[src/icpm_cfg.svh]
`ifndef ICPM_CFG_SVH
`define ICPM_CFG_SVH

`define ICPM_NSRC 10
`define ICPM_PHASES_LAST 4'hb
`define ICPM_SAMPLE_PHASE 4'h9
`define ICPM_RST_MCYCLES 2'h3

`define ICPM_IDX_POWER_CONTROL 10'h087
`define ICPM_IDX_INTR_ENABLE_SECOND 10'h0a7
`define ICPM_IDX_INTR_ENABLE 10'h0a8
`define ICPM_IDX_INTR_PRIORITY_SECOND 10'h0b7
`define ICPM_IDX_INTR_PRIORITY 10'h0b8
`define ICPM_IDX_STATUS 10'h0c0

`define ICPM_RST_REG 8'h00
`define ICPM_MASK_FIRST_ENABLE 8'hbf
`define ICPM_MASK_FIRST_PRIORITY 8'h3f
`define ICPM_MASK_SECOND 8'h93

`define ICPM_BIT_GLOBAL_ENABLE 7
`define ICPM_BIT_SERIAL1_DOUBLE 7
`define ICPM_BIT_SERIAL2_DOUBLE 6
`define ICPM_BIT_LVR_DISABLE 5
`define ICPM_BIT_ADC_INT_ENABLE 4
`define ICPM_BIT_SERIAL2_RX_CLK 3
`define ICPM_BIT_SERIAL2_TX_CLK 2
`define ICPM_BIT_POWER_DOWN 1
`define ICPM_BIT_IDLE 0

`define ICPM_POS_EXT0 0
`define ICPM_POS_SERIAL2 12
`define ICPM_POS_TIMER0 1
`define ICPM_POS_I2C 9
`define ICPM_POS_EXT1 2
`define ICPM_POS_DDC 15
`define ICPM_POS_TIMER1 3
`define ICPM_POS_USB 8
`define ICPM_POS_SERIAL1 4
`define ICPM_POS_TIMER2 5

`define ICPM_VEC_EXT0 16'h0003
`define ICPM_VEC_SERIAL2 16'h004b
`define ICPM_VEC_TIMER0 16'h000b
`define ICPM_VEC_I2C 16'h0043
`define ICPM_VEC_EXT1 16'h0013
`define ICPM_VEC_DDC 16'h003b
`define ICPM_VEC_TIMER1 16'h001b
`define ICPM_VEC_USB 16'h0033
`define ICPM_VEC_SERIAL1 16'h0023
`define ICPM_VEC_TIMER2 16'h002b

`endif

[src/icpm_pkg.sv]
package icpm_pkg;

  typedef enum logic [3:0] {
    PM_RUN = 4'h1,
    PM_IDLE = 4'h2,
    PM_PDOWN = 4'h4,
    PM_RSTWAIT = 4'h8
  } icpm_pm_t;

  typedef logic [3:0] icpm_src_idx_t;
  typedef logic [15:0] icpm_addr_t;

endpackage

[src/icpm_poll_if.sv]
`timescale 1ns/1ps
`default_nettype none
interface icpm_poll_if #(parameter int NSRC = 10);
  logic [NSRC-1:0] req;
  logic [NSRC-1:0] hi;
  logic inprog_hi;
  logic inprog_lo;
  logic valid;
  logic grant_hi;
  logic [3:0] idx;
  modport arb (input req, input hi, input inprog_hi, input inprog_lo,
               output valid, output grant_hi, output idx);
  modport top (output req, output hi, output inprog_hi, output inprog_lo,
               input valid, input grant_hi, input idx);
endinterface
`default_nettype wire

[src/icpm_arb.sv]
`timescale 1ns/1ps
`default_nettype none
module icpm_arb #(
  parameter int NSRC = 10
) (
  icpm_poll_if.arb p
);
  import icpm_pkg::*;

  logic hv;
  logic lv;
  logic [3:0] hix;
  logic [3:0] lix;

  // Scan downward so the lowest index, first in polling order, wins
  always_comb begin
    hv = 1'b0;
    lv = 1'b0;
    hix = 4'h0;
    lix = 4'h0;
    for (int i = NSRC - 1; i >= 0; i--) begin
      if (p.req[i] && p.hi[i]) begin
        hv = 1'b1;
        hix = 4'(i);
      end
      if (p.req[i] && !p.hi[i]) begin
        lv = 1'b1;
        lix = 4'(i);
      end
    end
  end

  // High level may preempt a low routine; nothing preempts a high routine
  always_comb begin
    p.valid = 1'b0;
    p.grant_hi = 1'b0;
    p.idx = 4'h0;
    if (hv && !p.inprog_hi) begin
      p.valid = 1'b1;
      p.grant_hi = 1'b1;
      p.idx = hix;
    end else if (lv && !p.inprog_hi && !p.inprog_lo) begin
      p.valid = 1'b1;
      p.idx = lix;
    end
  end
endmodule
`default_nettype wire

[src/icpm_top.sv]
// The APB slave port is this design's own decision.
`timescale 1ns/1ps
`default_nettype none
`include "icpm_cfg.svh"
module icpm_top #(
  parameter int NSRC = `ICPM_NSRC
) (
  input wire logic clk,
  input wire logic rst,
  input wire logic clk_en,
  input wire logic psel,
  input wire logic penable,
  input wire logic pwrite,
  input wire logic [11:0] paddr,
  input wire logic [31:0] pwdata,
  output logic [31:0] prdata,
  output logic pready,
  output logic pslverr,
  input wire logic [NSRC-1:0] irq_flags,
  input wire logic instr_last_cycle,
  input wire logic instr_blocks_vector,
  input wire logic return_from_interrupt_instr_exec,
  input wire icpm_pkg::icpm_addr_t pc_current,
  input wire logic internal_reset_req,
  output logic ack_valid,
  output icpm_pkg::icpm_addr_t ack_vector,
  output icpm_pkg::icpm_addr_t ack_push_pc,
  output logic cpu_halt,
  output logic osc_stop,
  output logic core_reset_hold,
  output logic serial1_baud_double,
  output logic serial2_baud_double,
  output logic low_voltage_reset_disable,
  output logic adc_interrupt_enable,
  output logic serial2_receive_clock_flag,
  output logic serial2_transmit_clock_flag
);
  import icpm_pkg::*;

  localparam int POS_TAB [10] = '{
    `ICPM_POS_EXT0, `ICPM_POS_SERIAL2, `ICPM_POS_TIMER0, `ICPM_POS_I2C,
    `ICPM_POS_EXT1, `ICPM_POS_DDC, `ICPM_POS_TIMER1, `ICPM_POS_USB,
    `ICPM_POS_SERIAL1, `ICPM_POS_TIMER2
  };
  localparam icpm_addr_t VEC_TAB [10] = '{
    `ICPM_VEC_EXT0, `ICPM_VEC_SERIAL2, `ICPM_VEC_TIMER0, `ICPM_VEC_I2C,
    `ICPM_VEC_EXT1, `ICPM_VEC_DDC, `ICPM_VEC_TIMER1, `ICPM_VEC_USB,
    `ICPM_VEC_SERIAL1, `ICPM_VEC_TIMER2
  };

  // Machine cycle and dispatch state
  logic [3:0] phase;
  logic [3:0] next_phase;
  logic [NSRC-1:0] flag_sample;
  logic [NSRC-1:0] next_flag_sample;
  logic sw_touch;
  logic next_sw_touch;
  logic inprog_hi;
  logic next_inprog_hi;
  logic inprog_lo;
  logic next_inprog_lo;
  logic next_ack_valid;
  icpm_addr_t next_ack_vector;
  icpm_addr_t next_ack_push_pc;

  // Registers, power mode and bus state
  logic [7:0] power_control;
  logic [7:0] next_power_control;
  logic [7:0] intr_enable;
  logic [7:0] next_intr_enable;
  logic [7:0] intr_enable_second;
  logic [7:0] next_intr_enable_second;
  logic [7:0] intr_priority;
  logic [7:0] next_intr_priority;
  logic [7:0] interrupt_priority_second;
  logic [7:0] next_interrupt_priority_second;
  icpm_pm_t pm;
  icpm_pm_t next_pm;
  logic [1:0] rst_cnt;
  logic [1:0] next_rst_cnt;
  logic next_core_reset_hold;
  logic next_cpu_halt;
  logic [31:0] next_prdata;
  logic next_pready;
  logic next_pslverr;

  logic ce;
  logic setup;
  logic mapped;
  logic touch_now;
  logic wr_go;
  logic dispatch;
  logic final_cycle;
  logic [9:0] reg_idx;
  logic [15:0] enable_all;
  logic [15:0] priority_all;

  icpm_poll_if #(.NSRC(NSRC)) poll ();

  icpm_arb #(.NSRC(NSRC)) u_arb (
    .p(poll)
  );

  // Power-down freezes everything; only the asynchronous reset clears it
  assign ce = clk_en && !power_control[`ICPM_BIT_POWER_DOWN];

  assign enable_all = {intr_enable_second, intr_enable};
  assign priority_all = {interrupt_priority_second, intr_priority};
  assign poll.inprog_hi = inprog_hi;
  assign poll.inprog_lo = inprog_lo;

  for (genvar g = 0; g < NSRC; g++) begin : g_src
    assign poll.req[g] = flag_sample[g] && enable_all[POS_TAB[g]]
                         && intr_enable[`ICPM_BIT_GLOBAL_ENABLE];
    assign poll.hi[g] = priority_all[POS_TAB[g]];
  end

  assign reg_idx = paddr[11:2];
  assign setup = psel && !penable;
  assign wr_go = psel && penable && pready && pwrite && !pslverr;
  assign mapped = (paddr[1:0] == 2'h0) &&
                  (reg_idx == `ICPM_IDX_POWER_CONTROL ||
                   reg_idx == `ICPM_IDX_INTR_ENABLE ||
                   reg_idx == `ICPM_IDX_INTR_ENABLE_SECOND ||
                   reg_idx == `ICPM_IDX_INTR_PRIORITY ||
                   reg_idx == `ICPM_IDX_INTR_PRIORITY_SECOND ||
                   reg_idx == `ICPM_IDX_STATUS);
  assign touch_now = psel && mapped &&
                     (reg_idx == `ICPM_IDX_INTR_ENABLE ||
                      reg_idx == `ICPM_IDX_INTR_ENABLE_SECOND ||
                      reg_idx == `ICPM_IDX_INTR_PRIORITY ||
                      reg_idx == `ICPM_IDX_INTR_PRIORITY_SECOND);

  // While idle the core runs no instruction, so every cycle counts as final
  assign final_cycle = instr_last_cycle || (pm == PM_IDLE);
  assign dispatch = (phase == `ICPM_PHASES_LAST) && poll.valid && final_cycle
                    && !instr_blocks_vector && !sw_touch && !touch_now
                    && (pm == PM_RUN || pm == PM_IDLE);

  always_comb begin
    next_phase = (phase == `ICPM_PHASES_LAST) ? 4'h0 : phase + 4'h1;
    next_flag_sample = flag_sample;
    next_sw_touch = sw_touch || touch_now;
    next_inprog_hi = inprog_hi;
    next_inprog_lo = inprog_lo;
    next_ack_valid = 1'b0;
    next_ack_vector = ack_vector;
    next_ack_push_pc = ack_push_pc;
    if (phase == `ICPM_SAMPLE_PHASE) begin
      next_flag_sample = irq_flags;
    end
    if (phase == `ICPM_PHASES_LAST) begin
      next_sw_touch = 1'b0;
    end
    // Only the interrupt return or internal reset frees a level; a plain return is not seen here
    if (return_from_interrupt_instr_exec) begin
      if (inprog_hi) begin
        next_inprog_hi = 1'b0;
      end else begin
        next_inprog_lo = 1'b0;
      end
    end
    // A new grant is applied after the return, so the return never cancels it; internal reset still drops it
    if (dispatch) begin
      next_ack_valid = 1'b1;
      next_ack_vector = VEC_TAB[poll.idx];
      next_ack_push_pc = pc_current;
      if (poll.grant_hi) begin
        next_inprog_hi = 1'b1;
      end else begin
        next_inprog_lo = 1'b1;
      end
    end
    if (internal_reset_req) begin
      next_inprog_hi = 1'b0;
      next_inprog_lo = 1'b0;
      next_ack_valid = 1'b0;
    end
  end

  always_ff @(posedge clk or posedge rst) begin
    if (rst) begin
      phase <= 4'h0;
      flag_sample <= '0;
      sw_touch <= 1'b0;
      inprog_hi <= 1'b0;
      inprog_lo <= 1'b0;
      ack_valid <= 1'b0;
      ack_vector <= 16'h0000;
      ack_push_pc <= 16'h0000;
    end else if (ce) begin
      phase <= next_phase;
      flag_sample <= next_flag_sample;
      sw_touch <= next_sw_touch;
      inprog_hi <= next_inprog_hi;
      inprog_lo <= next_inprog_lo;
      ack_valid <= next_ack_valid;
      ack_vector <= next_ack_vector;
      ack_push_pc <= next_ack_push_pc;
    end
  end

  function automatic logic [31:0] read_mux(input logic [9:0] idx);
    logic [31:0] d;
    d = 32'h0000_0000;
    unique case (idx)
      `ICPM_IDX_POWER_CONTROL: d[7:0] = power_control;
      `ICPM_IDX_INTR_ENABLE: d[7:0] = intr_enable;
      `ICPM_IDX_INTR_ENABLE_SECOND: d[7:0] = intr_enable_second;
      `ICPM_IDX_INTR_PRIORITY: d[7:0] = intr_priority;
      `ICPM_IDX_INTR_PRIORITY_SECOND: d[7:0] = interrupt_priority_second;
      `ICPM_IDX_STATUS: d[7:0] = {inprog_hi, inprog_lo, 2'h0, pm};
      default: d = 32'h0000_0000;
    endcase
    return d;
  endfunction

  always_comb begin
    next_power_control = power_control;
    next_intr_enable = intr_enable;
    next_intr_enable_second = intr_enable_second;
    next_intr_priority = intr_priority;
    next_interrupt_priority_second = interrupt_priority_second;
    next_pm = pm;
    next_rst_cnt = rst_cnt;
    next_core_reset_hold = core_reset_hold;
    next_pready = setup;
    next_pslverr = setup && !mapped;
    next_prdata = prdata;
    if (setup) begin
      next_prdata = (mapped && !pwrite) ? read_mux(reg_idx) : 32'h0000_0000;
    end
    // An enabled grant while idle wakes the core into the service routine
    if (dispatch && pm == PM_IDLE) begin
      next_power_control[`ICPM_BIT_IDLE] = 1'b0;
      next_pm = PM_RUN;
    end
    if (wr_go) begin
      unique case (reg_idx)
        `ICPM_IDX_POWER_CONTROL: begin
          next_power_control = pwdata[7:0];
          if (pwdata[`ICPM_BIT_POWER_DOWN]) begin
            next_pm = PM_PDOWN;
          end else if (pwdata[`ICPM_BIT_IDLE]) begin
            next_pm = PM_IDLE;
          end
        end
        `ICPM_IDX_INTR_ENABLE: next_intr_enable = pwdata[7:0] & `ICPM_MASK_FIRST_ENABLE;
        `ICPM_IDX_INTR_ENABLE_SECOND: next_intr_enable_second = pwdata[7:0] & `ICPM_MASK_SECOND;
        `ICPM_IDX_INTR_PRIORITY: next_intr_priority = pwdata[7:0] & `ICPM_MASK_FIRST_PRIORITY;
        `ICPM_IDX_INTR_PRIORITY_SECOND: begin
          next_interrupt_priority_second = pwdata[7:0] & `ICPM_MASK_SECOND;
        end
        default: next_pm = next_pm;
      endcase
    end
    // Internal reset: registers back to defaults, core held for three machine cycles
    if (internal_reset_req) begin
      next_power_control = `ICPM_RST_REG;
      next_intr_enable = `ICPM_RST_REG;
      next_intr_enable_second = `ICPM_RST_REG;
      next_intr_priority = `ICPM_RST_REG;
      next_interrupt_priority_second = `ICPM_RST_REG;
      next_pm = PM_RSTWAIT;
      next_rst_cnt = 2'h0;
      next_core_reset_hold = 1'b1;
    end else if (pm == PM_RSTWAIT && phase == `ICPM_PHASES_LAST) begin
      next_rst_cnt = rst_cnt + 2'h1;
      if (rst_cnt == `ICPM_RST_MCYCLES - 2'h1) begin
        next_pm = PM_RUN;
        next_core_reset_hold = 1'b0;
      end
    end
    // Halting the core is what keeps its state intact while idle
    next_cpu_halt = (next_pm == PM_IDLE) || (next_pm == PM_PDOWN);
  end

  always_ff @(posedge clk or posedge rst) begin
    if (rst) begin
      power_control <= `ICPM_RST_REG;
      intr_enable <= `ICPM_RST_REG;
      intr_enable_second <= `ICPM_RST_REG;
      intr_priority <= `ICPM_RST_REG;
      interrupt_priority_second <= `ICPM_RST_REG;
      pm <= PM_RUN;
      rst_cnt <= 2'h0;
      core_reset_hold <= 1'b0;
      cpu_halt <= 1'b0;
      prdata <= 32'h0000_0000;
      pready <= 1'b0;
      pslverr <= 1'b0;
    end else if (ce) begin
      power_control <= next_power_control;
      intr_enable <= next_intr_enable;
      intr_enable_second <= next_intr_enable_second;
      intr_priority <= next_intr_priority;
      interrupt_priority_second <= next_interrupt_priority_second;
      pm <= next_pm;
      rst_cnt <= next_rst_cnt;
      core_reset_hold <= next_core_reset_hold;
      cpu_halt <= next_cpu_halt;
      prdata <= next_prdata;
      pready <= next_pready;
      pslverr <= next_pslverr;
    end
  end

  // Straight register bits; the low-voltage supervisor outside keeps running in every mode
  assign osc_stop = power_control[`ICPM_BIT_POWER_DOWN];
  assign serial1_baud_double = power_control[`ICPM_BIT_SERIAL1_DOUBLE];
  assign serial2_baud_double = power_control[`ICPM_BIT_SERIAL2_DOUBLE];
  assign low_voltage_reset_disable = power_control[`ICPM_BIT_LVR_DISABLE];
  assign adc_interrupt_enable = power_control[`ICPM_BIT_ADC_INT_ENABLE];
  assign serial2_receive_clock_flag = power_control[`ICPM_BIT_SERIAL2_RX_CLK];
  assign serial2_transmit_clock_flag = power_control[`ICPM_BIT_SERIAL2_TX_CLK];
endmodule
`default_nettype wire

[config.mk]
export PLATFORM = sky130hd
export DESIGN_NAME = icpm_top
export DESIGN_NICKNAME = d
export VERILOG_FILES = /design/src/icpm_pkg.sv /design/src/icpm_poll_if.sv /design/src/icpm_arb.sv /design/src/icpm_top.sv
export VERILOG_INCLUDE_DIRS = /design/src
export SDC_FILE = /design/constraint.sdc
export NUM_CORES = 1
export LEC_CHECK = 0
export BUFFER_PORTS_ARGS = -buffer_cell sky130_fd_sc_hd__buf_2
export CORE_ASPECT_RATIO = 1.4
export CORE_UTILIZATION = 40
export DETAILED_ROUTE_END_ITERATION = 8
export GPL_TIMING_DRIVEN = 1
export PLACE_DENSITY = 0.68
export SLEW_MARGIN = 0
export SYNTH_ARGS = -nofsm -noshare
export SYNTH_HDL_FRONTEND = slang
export SYNTH_SLANG_ARGS = --single-unit
[constraint.sdc]
create_clock -name clk -period 2.3 [get_ports clk]
set_input_delay 0.115 -clock clk [delete_from_list [all_inputs] [get_ports clk]]
set_output_delay 0.115 -clock clk [all_outputs]
set_load 0.01 [all_outputs]
* After elaboration in Yosys (flattened, before gate mapping)
Memory sizes are Yosys's and may differ from the RTL's. A register that Yosys moved wholly into a read port is not among the register bits.
Index checks and enable logic that the tools add are counted.
** Cells by class
- Bitwise logic cells :: 1
- Equality and inequality tests :: 14
- Reduce and logical (&&, ||, !) cells :: 113
- Mux-type cells :: 89
- Add/subtract/negate cells :: 2
** Operators by type and width (count)
- $mux 8 :: 16
- $mux 4 :: 31
- $logic_and 1x1->1 :: 62
- $eq 10x8->1 const B :: 6
- $pmux 8 s6 :: 1
- $mux 1 :: 39
- $logic_not 1->1 :: 20
- $reduce_and 3->1 :: 6
- $reduce_bool 2->1 :: 8
- $eq 4x4->1 const B :: 3
- $logic_or 1x1->1 :: 12
- $eq 4x2->1 const B :: 2
- $reduce_and 2->1 :: 4
- $not 4->5 :: 1
- $add 4x1->4 const B :: 1
- $eq 4x1->1 const B :: 1
- $eq 4x3->1 const B :: 1
- $mux 2 :: 2
- $add 2x1->2 const B :: 1
- $eq 2x2->1 const B :: 1
- $logic_not 2->1 :: 1
** Word-level totals
- Output and inout bits :: 76
- Input port bits :: 80
- Memories :: 1
- Logic and storage cells :: 240
- Bits in read-only memories :: 256
- Register bits after elaboration :: 116
** Memories
- (no name shown) :: depth 16, bits a word 16, read ports 1, clocked after memory_dff 1, write ports 0, line icpm_top.sv:166 : next_ack_vector = VEC_TAB[poll.idx];

* Depth between registers and ports, before layout
- Depth after elaboration :: 34
- Mapped depth :: 12
- Mapped depth without buffers :: 8

* By module
Synthesis repeated with hierarchy kept, for this count alone.
** Second synthesis, totals
- Cell total of the unflattened synthesis :: 465
- Area total of the unflattened synthesis :: 4897.2 µm²
** By module, submodules not included
- icpm_top :: area each 4480.5 µm², cells an instance 408, times used 1
- icpm_arb :: area each 416.6 µm², cells an instance 57, times used 1

* Worst setup path after synthesis
OpenSTA, ideal clock, no wires.
- Path type :: register to register
- From :: reg intr_enable[7]
- To :: reg inprog_lo
- Setup time :: 0.129 ns
- Period minus slack after synthesis :: 2.199 ns
- Required time :: 2.171 ns
- Stages on the path, launching flop included :: 12
- Arrival time :: 2.070 ns
- Slack :: 0.101 ns
- Cell sequence :: dfrtp_1 > clkbuf_1 > buf_2 > buf_2 > nand4b_1 > nand2_1 > o41ai_1 > nand2_1 > and4_4 > buf_6 > a21boi_1 > o21ai_1
** Between the ends
- Cells in the longest elaborated chain, start to end :: 24
- Elaborated cells on any way between the ends :: 65
- Classes of those cells :: mux (26); reduce/logical (39)
** Ends and longest elaborated chain
- from (decl) :: line icpm_top.sv:69 : logic [7:0] intr_enable;
- from (signal assigned) :: line icpm_top.sv:281 : intr_enable <= `ICPM_RST_REG;
- from (signal assigned) :: line icpm_top.sv:294 : intr_enable <= next_intr_enable;
- $logic_and 1x1->1 :: line icpm_top.sv:113 : assign poll.req[g] = flag_sample[g] && enable_all[POS_TAB[g]]
- $logic_and 1x1->1 :: line icpm_arb.sv:26 : if (p.req[i] && !p.hi[i]) begin
- $mux 1 (10 in series) :: line icpm_arb.sv:26
- $logic_and 1x1->1 (2 in series) :: line icpm_arb.sv:42 : end else if (lv && !p.inprog_hi && !p.inprog_lo) begin
- $mux 1 :: line icpm_arb.sv:42
- $mux 1 :: line icpm_arb.sv:38 : if (hv && !p.inprog_hi) begin
- $logic_and 1x1->1 (6 in series) :: line icpm_top.sv:136 : assign dispatch = (phase == `ICPM_PHASES_LAST) && poll.valid && final_cycle
- $mux 1 * :: line icpm_top.sv:164 : if (dispatch) begin
- $mux 1 * :: line icpm_top.sv:174 : if (internal_reset_req) begin
- to (signal assigned) :: line icpm_top.sv:196 : inprog_lo <= next_inprog_lo;
- to (decl) :: line icpm_top.sv:60 : logic inprog_lo;
Mark *: on every way between the ends. The rest lies on a longest branch, timed or not.
A chain may end at the register's enable or synchronous reset.

* Final worst setup path
- From :: reg intr_enable[7]
- To :: reg ack_vector[3]
** Between the ends
- Cells in the longest elaborated chain, start to end :: 23
- Elaborated cells on any way between the ends :: 85
- Classes of those cells :: mux (44); bitwise (1); reduce/logical (40)
** Ends and longest elaborated chain
- $logic_and 1x1->1 :: line icpm_top.sv:113
- $logic_and 1x1->1 :: line icpm_arb.sv:26
- $mux 1 (10 in series) :: line icpm_arb.sv:26
- $logic_and 1x1->1 (2 in series) :: line icpm_arb.sv:42
- $mux 1 :: line icpm_arb.sv:42
- $mux 1 :: line icpm_arb.sv:38
- $logic_and 1x1->1 (6 in series) :: line icpm_top.sv:136
- $reduce_and 2->1 (no line)
- to (decl) :: line icpm_top.sv:26 : output icpm_pkg::icpm_addr_t ack_vector,
Several ways; a longest one is shown, not always the timed one.

==> impl_metrics.ini <==
[timing]
period_minus_slack_ns = 2.24
finalCritPeriodShare_pct = 97.5
slew_viol_final = 0
hold_violations = 0
setup-tns-final_ns = 0
skew_ns = 0.00904
worst_slew_margin_rel_pct = 62.2
worstMarginPinSlew_ns = 0.567
rsz0062_at_grt = true
setup_violations = 0
maxClockFrequency_mhz = 446

[floorplan]
num_rows = 46
start_util_pct = 41.5
dieArea_sq_mm = 0.0123
core_area_sq_mm = 0.0115
ios = 156
die_y_um = 131
die_w_um = 94.1

[yosys]
synth-seq-area-share_pct = 45.3
postSynthCellCount = 509
synth_top_family_by_area = simple AND/OR/NAND/NOR gates
synthMuxAreaShare_pct = 6.69
synth_compound_area_share_pct = 16.3
synthAdderAreaFrac_pct = 0.790
synth.distinct_cells = 67
ys.flop_type = dfrtp_1
synth_xor_area_share_pct = 0.184
netlist_area_sq_mm = 0.00475
synth-simple-area-share_pct = 22.2
ys_warn_count = 0
synth_edf_count = 0
synthArstFlopShare_pct = 100
synth_seq_cells = 86
syn_avg_cell_area_sq_um = 9.33

[clock_tree]
clockRootBuffer = clkbuf_16
cts_buffers = 9
ctsLongestPathBuffers = 2
cts.clk_slew.worst_paths_ns = 0.06
clkLatencyLatePin_ns = 0.35
ctsHtreeMaxLevel = 3
cts_tree = done
cts.sinks = 86

[pwr]
p_sw_share_pct = 26.8
pwr-share-clk_pct = 36.8
p_comb_share_pct = 14.8
vdd_drop_max_mv = 0.410
switching_power_w = 0.000974
internal-power_w = 0.00266
p_leak_nw = 3.14
power_frac_seq_pct = 48.4
p_per_area_mw_per_mm2 = 586

[drt]
drt_iter0_markers = 259
vias = 4500
drc = 0
via_per_inst = 5.47
routed_wl_mm = 13.9
dr.pass1.iters = 5
postRouteAntennaNets = 0
routedWlPerCell_um = 16.9

[grt]
antenna_found_initial = 0
grtUsageTotal_pct = 24.0
gr-total-overflow = 0
grt_pass1_wl_mm = 22.3
grt_pass1_vias = 4426
grt_max_degree = 44

[final_layout]
area_delta_synth_final_pct = 30.8
fill_cells = 1046
drive_gt1_share_pct = 30.8
layout_common_cells = nand2_1 (112), buf_2 (97), dfrtp_1 (84)
layout_commonest_cell = nand2_1
fin_cells = 822
antennaDiodeCount = 0
layout.nets = 757

[worst_setup_path]
crit_path_end = ack_vector[3]$_DFFE_PP0P_
r2r-start = intr_enable[7]$_DFFE_PP0P_
cp_top_family = simple AND/OR/NAND/NOR gates
cp_cell_sequence = buf_12, nand4b_1, nand4_1, or4_1, nand4_1, o32ai_4, or3_1, nand3_1
crit_arrival_ns = 2.52
r2r_cells = 8
slowest_delay_ns = 0.52
cp-start-kind = flip-flop
slowest_stage = or4_1
startpoint = intr_enable[7]$_DFFE_PP0P_
crit_required_ns = 2.58
reg2reg_setup_slack_ns = 0.06
path_max_fanout = 16
path_depth = 8
reg2reg_to = ack_vector[3]$_DFFE_PP0P_
timing.critical_path.buf_inv = 1
path_class = reg2reg
cpMostUsedCell = nand4_1
cp-end-kind = flip-flop

[run_status]
status = complete, no violations

[placed_design]
dp_hpwl_mm = 10.5
placement.io_buffers = 97
placedCellCount = 782
routabilityCongestion = 0.944

[flow_run]
maxCapViolations = 0

[worst_hold_path]
hold_path_class = in2reg
-- worst register-to-register path: stages, from the launching register on --
cell and delay (ns):
dfrtp_2 0.46, buf_12 0.17, nand4b_1 0.13, nand4_1 0.20, or4_1 0.52, nand4_1 0.14, o32ai_4 0.11, or3_1 0.35
nand3_1 0.08
-- cell families after synthesis --
kind of cell    after synthesis
mux                          30
other cells                   1
fa+ha+maj                     3
simple gates                210
xor+xnor                      1
buf+inv                      65
flops                        86
compound gates              113
-- per-layer routing --
layer  global-route usage (%)  share of wire (%)
met1                     26.7                 37
met2                     44.5                 54
met3                     4.69                5.6
met4                     9.59                2.8
met5                        0                  0
-- power by group through the flow --
stage,clock network [W],logic [W],registers [W]
after floorplan,0,0.000324,0.00175
after global placement,0,0.000483,0.00178
after detailed placement,0,0.000503,0.00179
after CTS,0.00137,0.000534,0.00176
after global routing,0.00143,0.000603,0.00177
final,0.00134,0.000539,0.00176
-- area by class of cell --
type / instances / area [sq um] / area share [%]
clock buffer: 11 / 243 / 3.91
clock inverter: 4 / 23.8 / 0.383
inverter: 7 / 30.0 / 0.483
multi-input combinational: 391 / 2380 / 38.3
sequential: 86 / 2150 / 34.7
tap: 144 / 180 / 2.90
timing repair buffer: 179 / 1200 / 19.3
-- worst min path at each step --
stage	from	end	slack, ns	depth (start not counted)
2_1_floorplan	pc_current[0]	ack_push_pc[0]$_DFFE_PP0P_	0.23	2
3_3_place_gp	rst	ack_push_pc[15]$_DFFE_PP0P_	0.12	2
3_5_place_dp	rst	ack_push_pc[4]$_DFFE_PP0P_	0.13	2
4_1_cts	irq_flags[2]	flag_sample[2]$_DFFE_PP0P_	0.00001	2
5_1_grt	irq_flags[2]	flag_sample[2]$_DFFE_PP0P_	0.001	2
6_report	irq_flags[2]	flag_sample[2]$_DFFE_PP0P_	0.004	2
-- timing repair --
action                                  CTS  global route
pin swaps                                 0             6
endpoints found under the setup margin   21             6
cloned                                    0             0
endpoints found under the hold margin    33             0
hold buffers                             20             0
buffers inserted                          0             5
gates resized for setup                   3             8
-- registers in the layout, summed over array words and instances, names as in the netlist, 4 cells and up --
name                       flops
ack_push_pc                   16
ack_vector                     5
flag_sample                   10
interrupt_priority_second      4
intr_enable                    7
intr_enable_second             4
intr_priority                  6
phase                          4
pm                             4
power_control                  8
prdata                         8
-- synth_stat cells, drive strengths merged, types with 2 or more instances --
master    n  area [sq um]
a211oi    2          20.0
a21boi    3          22.5
a21o      4          30.0
a21oi    10          50.1
a221oi    2          17.5
a222oi    4          40.0
a22o      8          70.1
a22oi    10          75.1
a31oi     6          37.5
a32o      3          30.0
a41oi     4          42.6
and2      4          25.0
and3      3          18.8
and4      3          28.8
and4b     2          20.0
buf      45           328
clkbuf   13          48.8
dfrtp    85          2130
ha        3          37.5
inv       7          26.3
mux2     14           158
mux2i    16           160
nand2   112           420
nand2b    3          18.8
nand3    10          50.1
nand3b    4          30.0
nand4    15           100
nand4b    9          78.8
nor2     22          82.6
nor3      9          66.3
o21ai    42           210
o31ai     3          22.5
o41ai     2          17.5
or3       4          25.0
or3b      2          20.0
or4       3          26.3
-- per-stage QoR --
| stage | area [sq um] | total power, W | worst slack, ns | hold slack [ns] | utilization [%] |
|---|---|---|---|---|---|
| after global routing | 6210 | 0.00380 | -0.0489 | 0.00141 | 54.2 |
| after floorplan | 4880 | 0.00208 | 0.101 | 0.227 | - |
| after CTS | 6130 | 0.00366 | 0.0286 | 0.0000123 | 53.6 |
| final | 6210 | 0.00364 | 0.0573 | 0.00421 | 54.2 |
| after detailed placement | 5640 | 0.00229 | -0.0930 | 0.128 | 49.3 |
| after global placement | 5640 | 0.00227 | -0.0467 | 0.116 | 49.3 |
Note: power is estimated with default switching activity, not from simulation.
